[src/inc/psdl_regs.svh]
// Offsets, field positions, reset values and timing counts of the strap default loader.
// Assumes a 32-bit APB slave with word-aligned registers and 16-bit data in the low bits.
`ifndef PSDL_REGS_SVH
`define PSDL_REGS_SVH

`define PSDL_OFF_FC1 8'h00
`define PSDL_OFF_FC2 8'h04
`define PSDL_OFF_HWCFG 8'h08
`define PSDL_OFF_BASIC 8'h0c
`define PSDL_OFF_ADV 8'h10
`define PSDL_OFF_MODE 8'h14
`define PSDL_OFF_SPECIAL 8'h18
`define PSDL_OFF_P1ADV 8'h1c
`define PSDL_OFF_STRAPS 8'h20

`define PSDL_STRAP_W 8
`define PSDL_SB_P1_FC 0
`define PSDL_SB_P2_BP 1
`define PSDL_SB_P2_PAUSE 2
`define PSDL_SB_P2_AMDIX 3
`define PSDL_SB_P2_MMDIX 4
`define PSDL_SB_P2_AN 5
`define PSDL_SB_P2_SPD 6
`define PSDL_SB_P2_DPX 7
`define PSDL_STRAP_RST 8'hee

`define PSDL_FC1_SEL 0
`define PSDL_FC2_BP 0
`define PSDL_FC2_TX 1
`define PSDL_FC2_RX 2
`define PSDL_HW_AMDIX 0
`define PSDL_HW_MMDIX 1
`define PSDL_BC_DPX 8
`define PSDL_BC_AN 12
`define PSDL_BC_SPD 13
`define PSDL_AD_10HD 5
`define PSDL_AD_10FD 6
`define PSDL_AD_100HD 7
`define PSDL_AD_100FD 8
`define PSDL_AD_SYM 10
`define PSDL_AD_ASYM 11
`define PSDL_AD_SELECTOR 16'h0001
`define PSDL_MODE_LSB 5
`define PSDL_SC_MDIX_STATE 13
`define PSDL_SC_MDIX_EN 14
`define PSDL_SC_SRC 15

`define PSDL_WM_FC1 16'h0001
`define PSDL_WM_FC2 16'h0007
`define PSDL_WM_BASIC 16'h3100
`define PSDL_WM_ADV 16'h0de0
`define PSDL_WM_MODE 16'h00e0
`define PSDL_WM_SPECIAL 16'he000
`define PSDL_WM_P1ADV 16'h0c00

`define PSDL_RST_FC1 16'h0000
`define PSDL_RST_FC2 16'h0007
`define PSDL_RST_BASIC 16'h3100
`define PSDL_RST_ADV 16'h0de0
`define PSDL_RST_MODE 16'h00e0
`define PSDL_RST_SPECIAL 16'h0000
`define PSDL_RST_P1ADV 16'h0c00

`define PSDL_SETTLE_CYCLES 3'h4

`endif

[src/inc/psdl_pkg.sv]
// Types shared by the strap default loader modules.
// Assumes psdl_regs.svh supplies the numeric constants.
package psdl_pkg;
  typedef enum logic [1:0] {
    PSDL_HOLD,
    PSDL_SETTLE,
    PSDL_LOAD,
    PSDL_DONE
  } psdl_load_e;
  typedef logic [15:0] psdl_word_t;
  typedef logic [7:0] psdl_straps_t;
endpackage

[src/inc/psdl_strap_if.sv]
// Carries raw strap levels into the synchroniser and clean levels back out.
// Assumes one clock domain on the clean side.
`timescale 1ns/1ps
interface psdl_strap_if #(parameter int W = 8);
  logic [W-1:0] raw;
  logic [W-1:0] clean;
  modport src_mp (output raw, input clean);
  modport sync_mp (input raw, output clean);
endinterface

[src/hw/psdl_sync.sv]
// Two-flop synchroniser bank for strap pins.
// Assumes the raw levels are asynchronous to clk.
`timescale 1ns/1ps
module psdl_sync #(
  parameter int W = 8
) (
  input wire logic clk,
  input wire logic arst_n,
  psdl_strap_if.sync_mp bus
);
  logic [W-1:0] meta_r;
  logic [W-1:0] clean_r;

  always_ff @(posedge clk or negedge arst_n) begin
    if (!arst_n) begin
      meta_r <= '0;
      clean_r <= '0;
    end else begin
      meta_r <= bus.raw;
      clean_r <= meta_r;
    end
  end

  assign bus.clean = clean_r;
endmodule // psdl_sync

[src/hw/psdl_top.sv]
// Strap default loader for the second copper port and the first port's flow-control select.
// Assumes an APB master on CLK and strap pins that are stable around reset release.
//
// The implementer's own choices: the address map and the APB slave port.
`timescale 1ns/1ps
`include "psdl_regs.svh"
module psdl_top #(
  parameter int ADDR_W = 8
) (
  input wire logic CLK,
  input wire logic ARST_N,
  input wire logic PSEL,
  input wire logic PENABLE,
  input wire logic PWRITE,
  input wire logic [ADDR_W-1:0] PADDR,
  input wire logic [31:0] PWDATA,
  input wire logic [3:0] PSTRB,
  output logic [31:0] PRDATA,
  output logic PREADY,
  output logic PSLVERR,
  input wire logic PORT1_FC_SELECT_DEFAULT_PIN,
  input wire logic PORT2_BACKPRESSURE_DEFAULT_PIN,
  input wire logic PORT2_PAUSE_ENABLE_DEFAULT_PIN,
  input wire logic PORT2_MDIX_DEFAULT_PIN,
  input wire logic PORT2_AUTONEG_DEFAULT_PIN,
  input wire logic PORT2_SPEED_DEFAULT_PIN,
  input wire logic PORT2_DUPLEX_DEFAULT_PIN,
  input wire logic LED_PIN_ONE_I,
  output logic LED_PIN_ONE_O,
  output logic LED_PIN_ONE_OE_N,
  input wire logic LED_ACTIVITY,
  output logic STRAPS_LOADED,
  output logic PORT1_FLOW_CTRL_SELECT,
  output logic PORT2_BACKPRESSURE_ENABLE,
  output logic PORT2_TX_PAUSE_ENABLE,
  output logic PORT2_RX_PAUSE_ENABLE,
  output logic NEGOTIATION_ENABLE_BIT,
  output logic SPEED_SELECT_LOW_BIT,
  output logic DUPLEX_MODE_BIT,
  output logic [2:0] PHY_MODE,
  output logic CROSSOVER_AUTO_EN,
  output logic CROSSOVER_MDIX
);
  import psdl_pkg::*;

  ////////////////////////////////////////////////////////////////////////////////
  // Strap synchronisation and one-time capture.

  psdl_strap_if #(.W(`PSDL_STRAP_W)) strap_bus ();

  assign strap_bus.raw = {PORT2_DUPLEX_DEFAULT_PIN, PORT2_SPEED_DEFAULT_PIN, PORT2_AUTONEG_DEFAULT_PIN,
                          PORT2_MDIX_DEFAULT_PIN, LED_PIN_ONE_I, PORT2_PAUSE_ENABLE_DEFAULT_PIN,
                          PORT2_BACKPRESSURE_DEFAULT_PIN, PORT1_FC_SELECT_DEFAULT_PIN};

  psdl_sync #(.W(`PSDL_STRAP_W)) u_sync (
    .clk(CLK),
    .arst_n(ARST_N),
    .bus(strap_bus)
  );

  psdl_load_e load_r;
  logic [2:0] settle_cnt_r;
  psdl_straps_t strap_r;
  logic load_now;
  logic ready_r;

  assign load_now = (load_r == PSDL_LOAD);

  // The settle wait lets the synchroniser fill with real pin levels before capture.
  // Ready trails the load by a cycle, so read data captured while waiting holds the defaults.
  always_ff @(posedge CLK or negedge ARST_N) begin
    if (!ARST_N) begin
      load_r <= PSDL_HOLD;
      settle_cnt_r <= 3'h0;
      ready_r <= 1'b0;
    end else begin
      ready_r <= (load_r == PSDL_DONE);
      case (load_r)
        PSDL_HOLD: begin
          load_r <= PSDL_SETTLE;
          settle_cnt_r <= 3'h0;
        end
        PSDL_SETTLE: begin
          if (settle_cnt_r == `PSDL_SETTLE_CYCLES - 3'h1) begin
            load_r <= PSDL_LOAD;
          end
          settle_cnt_r <= settle_cnt_r + 3'h1;
        end
        PSDL_LOAD: begin
          load_r <= PSDL_DONE;
        end
        PSDL_DONE: begin
          load_r <= PSDL_DONE;
        end
        default: begin
          load_r <= PSDL_HOLD;
        end
      endcase
    end
  end

  always_ff @(posedge CLK or negedge ARST_N) begin
    if (!ARST_N) begin
      strap_r <= `PSDL_STRAP_RST;
    end else if (load_r == PSDL_SETTLE && settle_cnt_r == `PSDL_SETTLE_CYCLES - 3'h1) begin
      strap_r <= strap_bus.clean;
    end
  end

  ////////////////////////////////////////////////////////////////////////////////
  // Defaults derived from the captured straps.

  logic s_an;
  logic s_spd;
  logic s_dpx;
  psdl_word_t def_fc1;
  psdl_word_t def_fc2;
  psdl_word_t def_basic;
  psdl_word_t def_adv;
  psdl_word_t def_mode;
  psdl_word_t def_p1adv;

  assign s_an = strap_r[`PSDL_SB_P2_AN];
  assign s_spd = strap_r[`PSDL_SB_P2_SPD];
  assign s_dpx = strap_r[`PSDL_SB_P2_DPX];

  always_comb begin
    def_fc1 = 16'h0000;
    def_fc1[`PSDL_FC1_SEL] = strap_r[`PSDL_SB_P1_FC];
    def_fc2 = 16'h0000;
    def_fc2[`PSDL_FC2_BP] = strap_r[`PSDL_SB_P2_BP];
    def_fc2[`PSDL_FC2_TX] = strap_r[`PSDL_SB_P2_PAUSE];
    def_fc2[`PSDL_FC2_RX] = strap_r[`PSDL_SB_P2_PAUSE];
    def_basic = 16'h0000;
    def_basic[`PSDL_BC_AN] = s_an;
    def_basic[`PSDL_BC_SPD] = s_an | s_spd;
    def_basic[`PSDL_BC_DPX] = s_an | s_dpx;
    def_adv = 16'h0000;
    def_adv[`PSDL_AD_100FD] = s_an | (s_spd & s_dpx);
    def_adv[`PSDL_AD_100HD] = s_an | s_spd;
    def_adv[`PSDL_AD_10FD] = s_an | (~s_spd & s_dpx);
    def_adv[`PSDL_AD_10HD] = s_an | ~s_spd;
    def_adv[`PSDL_AD_SYM] = 1'b1;
    def_adv[`PSDL_AD_ASYM] = strap_r[`PSDL_SB_P2_PAUSE];
    def_mode = 16'h0000;
    def_mode[`PSDL_MODE_LSB +: 3] = {s_an, s_spd, s_dpx};
    // Manual flow control advertises no pause, automatic control advertises both.
    def_p1adv = 16'h0000;
    def_p1adv[`PSDL_AD_SYM] = ~strap_r[`PSDL_SB_P1_FC];
    def_p1adv[`PSDL_AD_ASYM] = ~strap_r[`PSDL_SB_P1_FC];
  end

  ////////////////////////////////////////////////////////////////////////////////
  // APB slave decode.

  logic setup_ph;
  logic access_ph;
  logic wr_en;
  logic hit_fc1;
  logic hit_fc2;
  logic hit_hw;
  logic hit_basic;
  logic hit_adv;
  logic hit_mode;
  logic hit_spec;
  logic hit_p1adv;
  logic hit_straps;
  logic hit_any;
  logic hit_ro;
  psdl_word_t lane_mask;
  psdl_word_t wdata;

  // Registers answer only once defaults are loaded, so no write can be lost to the load.
  assign PREADY = ready_r;
  assign setup_ph = PSEL && !PENABLE;
  assign access_ph = PSEL && PENABLE && PREADY;
  assign hit_fc1 = (PADDR == ADDR_W'(`PSDL_OFF_FC1));
  assign hit_fc2 = (PADDR == ADDR_W'(`PSDL_OFF_FC2));
  assign hit_hw = (PADDR == ADDR_W'(`PSDL_OFF_HWCFG));
  assign hit_basic = (PADDR == ADDR_W'(`PSDL_OFF_BASIC));
  assign hit_adv = (PADDR == ADDR_W'(`PSDL_OFF_ADV));
  assign hit_mode = (PADDR == ADDR_W'(`PSDL_OFF_MODE));
  assign hit_spec = (PADDR == ADDR_W'(`PSDL_OFF_SPECIAL));
  assign hit_p1adv = (PADDR == ADDR_W'(`PSDL_OFF_P1ADV));
  assign hit_straps = (PADDR == ADDR_W'(`PSDL_OFF_STRAPS));
  assign hit_ro = hit_hw || hit_straps;
  assign hit_any = hit_fc1 || hit_fc2 || hit_basic || hit_adv || hit_mode || hit_spec || hit_p1adv || hit_ro;
  assign PSLVERR = access_ph && (!hit_any || (PWRITE && hit_ro));
  assign wr_en = access_ph && PWRITE && hit_any && !hit_ro;
  assign lane_mask = {{8{PSTRB[1]}}, {8{PSTRB[0]}}};
  assign wdata = PWDATA[15:0];

  function automatic psdl_word_t merge(input psdl_word_t old_v, input psdl_word_t wmask,
                                       input psdl_word_t lanes, input psdl_word_t data);
    psdl_word_t m;
    m = wmask & lanes;
    return (old_v & ~m) | (data & m);
  endfunction

  ////////////////////////////////////////////////////////////////////////////////
  // Register file: reset value, then strap defaults once (all but the special register), then software writes.

  psdl_word_t fc1_r;
  psdl_word_t fc2_r;
  psdl_word_t basic_r;
  psdl_word_t adv_r;
  psdl_word_t mode_r;
  psdl_word_t spec_r;
  psdl_word_t p1adv_r;

  always_ff @(posedge CLK or negedge ARST_N) begin
    if (!ARST_N) begin
      fc1_r <= `PSDL_RST_FC1;
      fc2_r <= `PSDL_RST_FC2;
    end else if (load_now) begin
      fc1_r <= def_fc1;
      fc2_r <= def_fc2;
    end else if (wr_en) begin
      if (hit_fc1) begin
        fc1_r <= merge(fc1_r, `PSDL_WM_FC1, lane_mask, wdata);
      end
      if (hit_fc2) begin
        fc2_r <= merge(fc2_r, `PSDL_WM_FC2, lane_mask, wdata);
      end
    end
  end

  always_ff @(posedge CLK or negedge ARST_N) begin
    if (!ARST_N) begin
      basic_r <= `PSDL_RST_BASIC;
      adv_r <= `PSDL_RST_ADV;
      mode_r <= `PSDL_RST_MODE;
    end else if (load_now) begin
      basic_r <= def_basic;
      adv_r <= def_adv;
      mode_r <= def_mode;
    end else if (wr_en) begin
      if (hit_basic) begin
        basic_r <= merge(basic_r, `PSDL_WM_BASIC, lane_mask, wdata);
      end
      if (hit_adv) begin
        adv_r <= merge(adv_r, `PSDL_WM_ADV, lane_mask, wdata);
      end
      if (hit_mode) begin
        mode_r <= merge(mode_r, `PSDL_WM_MODE, lane_mask, wdata);
      end
    end
  end

  always_ff @(posedge CLK or negedge ARST_N) begin
    if (!ARST_N) begin
      spec_r <= `PSDL_RST_SPECIAL;
      p1adv_r <= `PSDL_RST_P1ADV;
    end else if (load_now) begin
      p1adv_r <= def_p1adv;
    end else if (wr_en) begin
      if (hit_spec) begin
        spec_r <= merge(spec_r, `PSDL_WM_SPECIAL, lane_mask, wdata);
      end
      if (hit_p1adv) begin
        p1adv_r <= merge(p1adv_r, `PSDL_WM_P1ADV, lane_mask, wdata);
      end
    end
  end

  ////////////////////////////////////////////////////////////////////////////////
  // Read data, captured while the request waits so it is stable in the access phase.

  psdl_word_t hw_word;
  psdl_word_t rd_word;

  always_comb begin
    hw_word = 16'h0000;
    hw_word[`PSDL_HW_AMDIX] = strap_r[`PSDL_SB_P2_AMDIX];
    hw_word[`PSDL_HW_MMDIX] = strap_r[`PSDL_SB_P2_MMDIX];
    rd_word = 16'h0000;
    if (hit_fc1) begin
      rd_word = fc1_r;
    end else if (hit_fc2) begin
      rd_word = fc2_r;
    end else if (hit_hw) begin
      rd_word = hw_word;
    end else if (hit_basic) begin
      rd_word = basic_r;
    end else if (hit_adv) begin
      rd_word = adv_r | `PSDL_AD_SELECTOR;
    end else if (hit_mode) begin
      rd_word = mode_r;
    end else if (hit_spec) begin
      rd_word = spec_r;
    end else if (hit_p1adv) begin
      rd_word = p1adv_r;
    end else if (hit_straps) begin
      rd_word = {8'h00, strap_r};
    end
  end

  always_ff @(posedge CLK or negedge ARST_N) begin
    if (!ARST_N) begin
      PRDATA <= 32'h00000000;
    end else if (setup_ph || (PSEL && !PREADY)) begin
      PRDATA <= {16'h0000, rd_word};
    end
  end

  ////////////////////////////////////////////////////////////////////////////////
  // Crossover selection: straps rule only while the source select bit is clear.

  logic xover_auto_nxt;
  logic xover_mdix_nxt;

  always_comb begin
    if (!spec_r[`PSDL_SC_SRC]) begin
      xover_auto_nxt = strap_r[`PSDL_SB_P2_AMDIX];
      xover_mdix_nxt = !strap_r[`PSDL_SB_P2_AMDIX] && strap_r[`PSDL_SB_P2_MMDIX];
    end else begin
      xover_auto_nxt = spec_r[`PSDL_SC_MDIX_EN];
      xover_mdix_nxt = !spec_r[`PSDL_SC_MDIX_EN] && spec_r[`PSDL_SC_MDIX_STATE];
    end
  end

  always_ff @(posedge CLK or negedge ARST_N) begin
    if (!ARST_N) begin
      CROSSOVER_AUTO_EN <= 1'b0;
      CROSSOVER_MDIX <= 1'b0;
    end else if (load_r == PSDL_DONE) begin
      CROSSOVER_AUTO_EN <= xover_auto_nxt;
      CROSSOVER_MDIX <= xover_mdix_nxt;
    end
  end

  ////////////////////////////////////////////////////////////////////////////////
  // Shared LED pin: released while its strap level is read, driven afterwards.

  always_ff @(posedge CLK or negedge ARST_N) begin
    if (!ARST_N) begin
      LED_PIN_ONE_O <= 1'b0;
      LED_PIN_ONE_OE_N <= 1'b1;
    end else if (load_r == PSDL_DONE) begin
      LED_PIN_ONE_O <= LED_ACTIVITY;
      LED_PIN_ONE_OE_N <= 1'b0;
    end
  end

  ////////////////////////////////////////////////////////////////////////////////
  // Control outputs, straight from register bits.

  assign STRAPS_LOADED = PREADY;
  assign PORT1_FLOW_CTRL_SELECT = fc1_r[`PSDL_FC1_SEL];
  assign PORT2_BACKPRESSURE_ENABLE = fc2_r[`PSDL_FC2_BP];
  assign PORT2_TX_PAUSE_ENABLE = fc2_r[`PSDL_FC2_TX];
  assign PORT2_RX_PAUSE_ENABLE = fc2_r[`PSDL_FC2_RX];
  assign NEGOTIATION_ENABLE_BIT = basic_r[`PSDL_BC_AN];
  assign SPEED_SELECT_LOW_BIT = basic_r[`PSDL_BC_SPD];
  assign DUPLEX_MODE_BIT = basic_r[`PSDL_BC_DPX];
  assign PHY_MODE = mode_r[`PSDL_MODE_LSB +: 3];

endmodule // psdl_top

[config.mk]
export PLATFORM = sky130hd
export DESIGN_NAME = psdl_top
export DESIGN_NICKNAME = d
export VERILOG_FILES = /design/src/inc/psdl_pkg.sv /design/src/inc/psdl_strap_if.sv /design/src/hw/psdl_sync.sv /design/src/hw/psdl_top.sv
export VERILOG_INCLUDE_DIRS = /design/src /design/src/inc
export SDC_FILE = /design/constraint.sdc
export NUM_CORES = 1
export LEC_CHECK = 0
export BUFFER_PORTS_ARGS = -buffer_cell sky130_fd_sc_hd__buf_2
export CAP_MARGIN = 0
export CORE_ASPECT_RATIO = 1.5
export CORE_MARGIN = 3
export CORE_UTILIZATION = 40
export DETAILED_ROUTE_END_ITERATION = 7
export PLACE_DENSITY_LB_ADDON = 0.08
export SETUP_SLACK_MARGIN = 0.05
export SYNTH_ARGS = -nofsm -noshare
export SYNTH_HDL_FRONTEND = slang
export SYNTH_SLANG_ARGS = --single-unit
export TNS_END_PERCENT = 5
[constraint.sdc]
create_clock -name CLK -period 1.95 [get_ports CLK]
set_input_delay 0.0975 -clock CLK [delete_from_list [all_inputs] [get_ports CLK]]
set_output_delay 0.0975 -clock CLK [all_outputs]
set_load 0.05 [all_outputs]
==> reports/metrics.cfg <==
[status]
outcome=finished clean

[critical_path]
critPathMaxStageDelay_ps=650
cp-endpoint=fc2_r[0]
end_kind=flop
r2r-end=fc2_r[0]
rr_startpoint=PREADY
path_cells=nand4_1, or4_1, o21ai_0, a21oi_1
path_max_fanout=10
r2r_setup_slack_ps=250
startpoint_type=flop
reg2regPathDepth=4
cp_slowest_cell=or4_1
worstPathRequired_ps=2210
critPathKind=flop to flop
cp.arrival_ps=1970
worstSetupStartpoint=PREADY

[sta]
relSlewSlack_pct=61.8
setup_viol=0
setup_slack_ps=246
min_period_ps=1700
clock_skew_ps=4.03
max_freq_mhz=587
finalSetupTns_ps=0
finalCritPeriodShare_pct=87.4
hold_viol_final=0
rsz0062_at_grt=false
slew_viol_final=0
tightest_slew_ps=572

[floorplan]
initial_core_util_pct=41.5
die_w_um=80.9
dieArea_um2=9580
die_y_um=118
top_level_ports=107
num_rows=40
placeableCoreArea_um2=8110

[finish]
num_antenna_cells=0
nNetsFinal=478
fillers=767
area_growth_pct=28.8
drive_above_1_share_pct=36.4
final_core_util_pct=53.5

[detailed_routing]
postRouteAntennaNets=0
drtIter0Drc=153
drc=0
vias=2830
route.detailed.wl_per_inst_um=16.9
drt_first_pass_iters=4
routed_wl_mm=8.92
via_per_inst=5.36

[clocking]
cts_root_buffer=clkbuf_16
cts_max_level=3
post_cts_buffers=0
worstSkewPairLatency_ps=340
clock-sinks=71
cts_tree=built
cts-buffers-inserted=9
path_clk_slew_ps=60
clock_path_buffers=2

[logic_synthesis]
yosysMostFrequentCell=dfrtp_1
synth-edff-count=0
synthSimpleGateAreaFrac_pct=19.9
ys_ff_latch=71
synth_top_area_share_pct=34.9
synth_cell_type_count=48
synth-xor-area-share_pct=0
synthMuxAreaShare_pct=4.65
synth_ff_type=dfrtp_1
yosysSeqAreaShare_pct=53.7
synth_compound_area_share_pct=15.1
syn_inst=318
synth_warnings=0
yosys-top-cells-area=dfrtp_1, dfstp_2, mux2_2, buf_4, nand2_1
synth_top_family_by_area=simple AND/OR/NAND/NOR gates
synth_adder_area_share_pct=0.743
synth.avg_cell_area_um2=10.6
async_flop_share_pct=100
yosysTopAreaCell=dfrtp_1
synth_common_cells=dfrtp_1, nand2_1, dfstp_2
syn_area_um2=3370

[min_path]
worstHoldStart=PWDATA[15]
hold_class=input pin to flop

[global_routing]
grt_usage_pct=20.0
grt_antenna_before_repair=0
grt_max_degree=45
grt_pass1_wl_mm=14.5
grt_pass1_vias=2916
gr-total-overflow=0

[place]
routabilityCongestion=0.826
portBuffers=69
post-dp-hpwl_mm=6.51
place_ws_ps=26.5

[flow_run]
maxCapViolCount=0

[power_and_ir_drop]
power_leakage_uw=0.00188
worst_ir_drop_vdd_mv=0.550
power_density_nw_per_um2=875

-- state kept, by name (all words and copies together), names as in the netlist --
signal	count
p1adv_r	2
u_sync.meta_r	8
strap_r	8
fc1_r	1
PRDATA	16
basic_r	3
CROSSOVER_AUTO_EN	1
PREADY	1
load_r	2
fc2_r	3
adv_r	6
mode_r	3
settle_cnt_r	3
spec_r	3
CROSSOVER_MDIX	1
u_sync.bus.clean	8
LED_PIN_ONE_OE_N	1
LED_PIN_ONE_O	1
-- cells in the final DEF, fill, tap and decap left out, drive strengths merged, types with 2 or more instances in the layout --
cell type	synthesis	layout
buf	21	94
dfrtp	47	47
nand2	31	31
o21ai	25	25
dfstp	24	24
a21oi	16	16
nor2	16	16
conb	1	16
mux2	13	13
a31oi	13	13
dlygate4sd3	0	11
clkbuf	10	11
nor4	10	10
nand3	9	9
nor3	9	9
nand2b	7	7
and2	6	6
nor2b	5	5
o31ai	5	5
nor3b	4	4
nand4	4	4
or4	4	4
inv	3	3
a311oi	3	3
a2111oi	3	3
a211oi	3	3
a221oi	3	3
nor4b	3	3
and4	2	2
a32oi	2	2
nand3b	2	2
a22o	2	2
ha	2	2
bufinv	0	2
clkinv	0	2
-- repair_timing --
item,in CTS,in global routing
resized for setup,0,0
hold buffers,11,0
hold endpoints to repair,57,0
setup endpoints to repair,0,0
-- routing by layer --
metal  GRT usage [%]  wire length (um)  vias up
met5               0                 0        -
met4            10.7               325        0
met3            4.65               415       29
met2            33.0              4540       87
met1            23.6              3640     1373
li1                -                 -     1341
-- stage by stage --
step,power (uW),std cells,hold slack [ps],cell area [um2]
finish,3800,528,5.99,4340
global route,3940,528,2.62,4340
detailed placement,2040,501,136,3900
CTS,3840,528,0.983,4340
floorplan,1900,333,-198,3420
global placement,2040,501,127,3900
-- worst max-delay path, delay by kind of cell, from the launching register on --
kind | cells | cell delay, ps
AOI/OAI and AO/OA | 2 | 380
and+or+nand+nor | 2 | 830
DFF | 1 | 420
-- power breakdown --
group	switching [uW]	internal, uW	total (uW)
combinational	312	129	442
sequential	39.5	1550	1590
clock	608	1150	1760
-- cell type report --
cell class	count	area, um2	area share (%)
Sequential cell	71	1810	41.7
Multi-Input combinational cell	228	1420	32.7
Timing Repair Buffer	105	643	14.8
Clock buffer	11	243	5.60
Tap cell	105	131	3.03
Clock inverter	5	81.3	1.87
Inverter	3	11.3	0.260
-- worst min-delay path by stage --
stage                                   end  slack [ps]  cells after the start
after floorplan           CROSSOVER_AUTO_EN        -200                      0
after global placement           PRDATA[14]         130                      2
after detailed placement         PRDATA[14]         140                      2
after CTS                        spec_r[15]           1                      2
after global routing             spec_r[15]           3                      2
final                            spec_r[15]           6                      2
-- kinds of logic (layout without fill, tap and decap cells) --
logic type / after synthesis / count (layout)
and+or+nand+nor: 115 / 115
muxes: 14 / 14
AOI/OAI and AO/OA: 81 / 81
adders and majority gates: 2 / 2
DFF: 71 / 71
other: 1 / 16
buffers and inverters: 34 / 124
(Power assumes the default switching activity.)
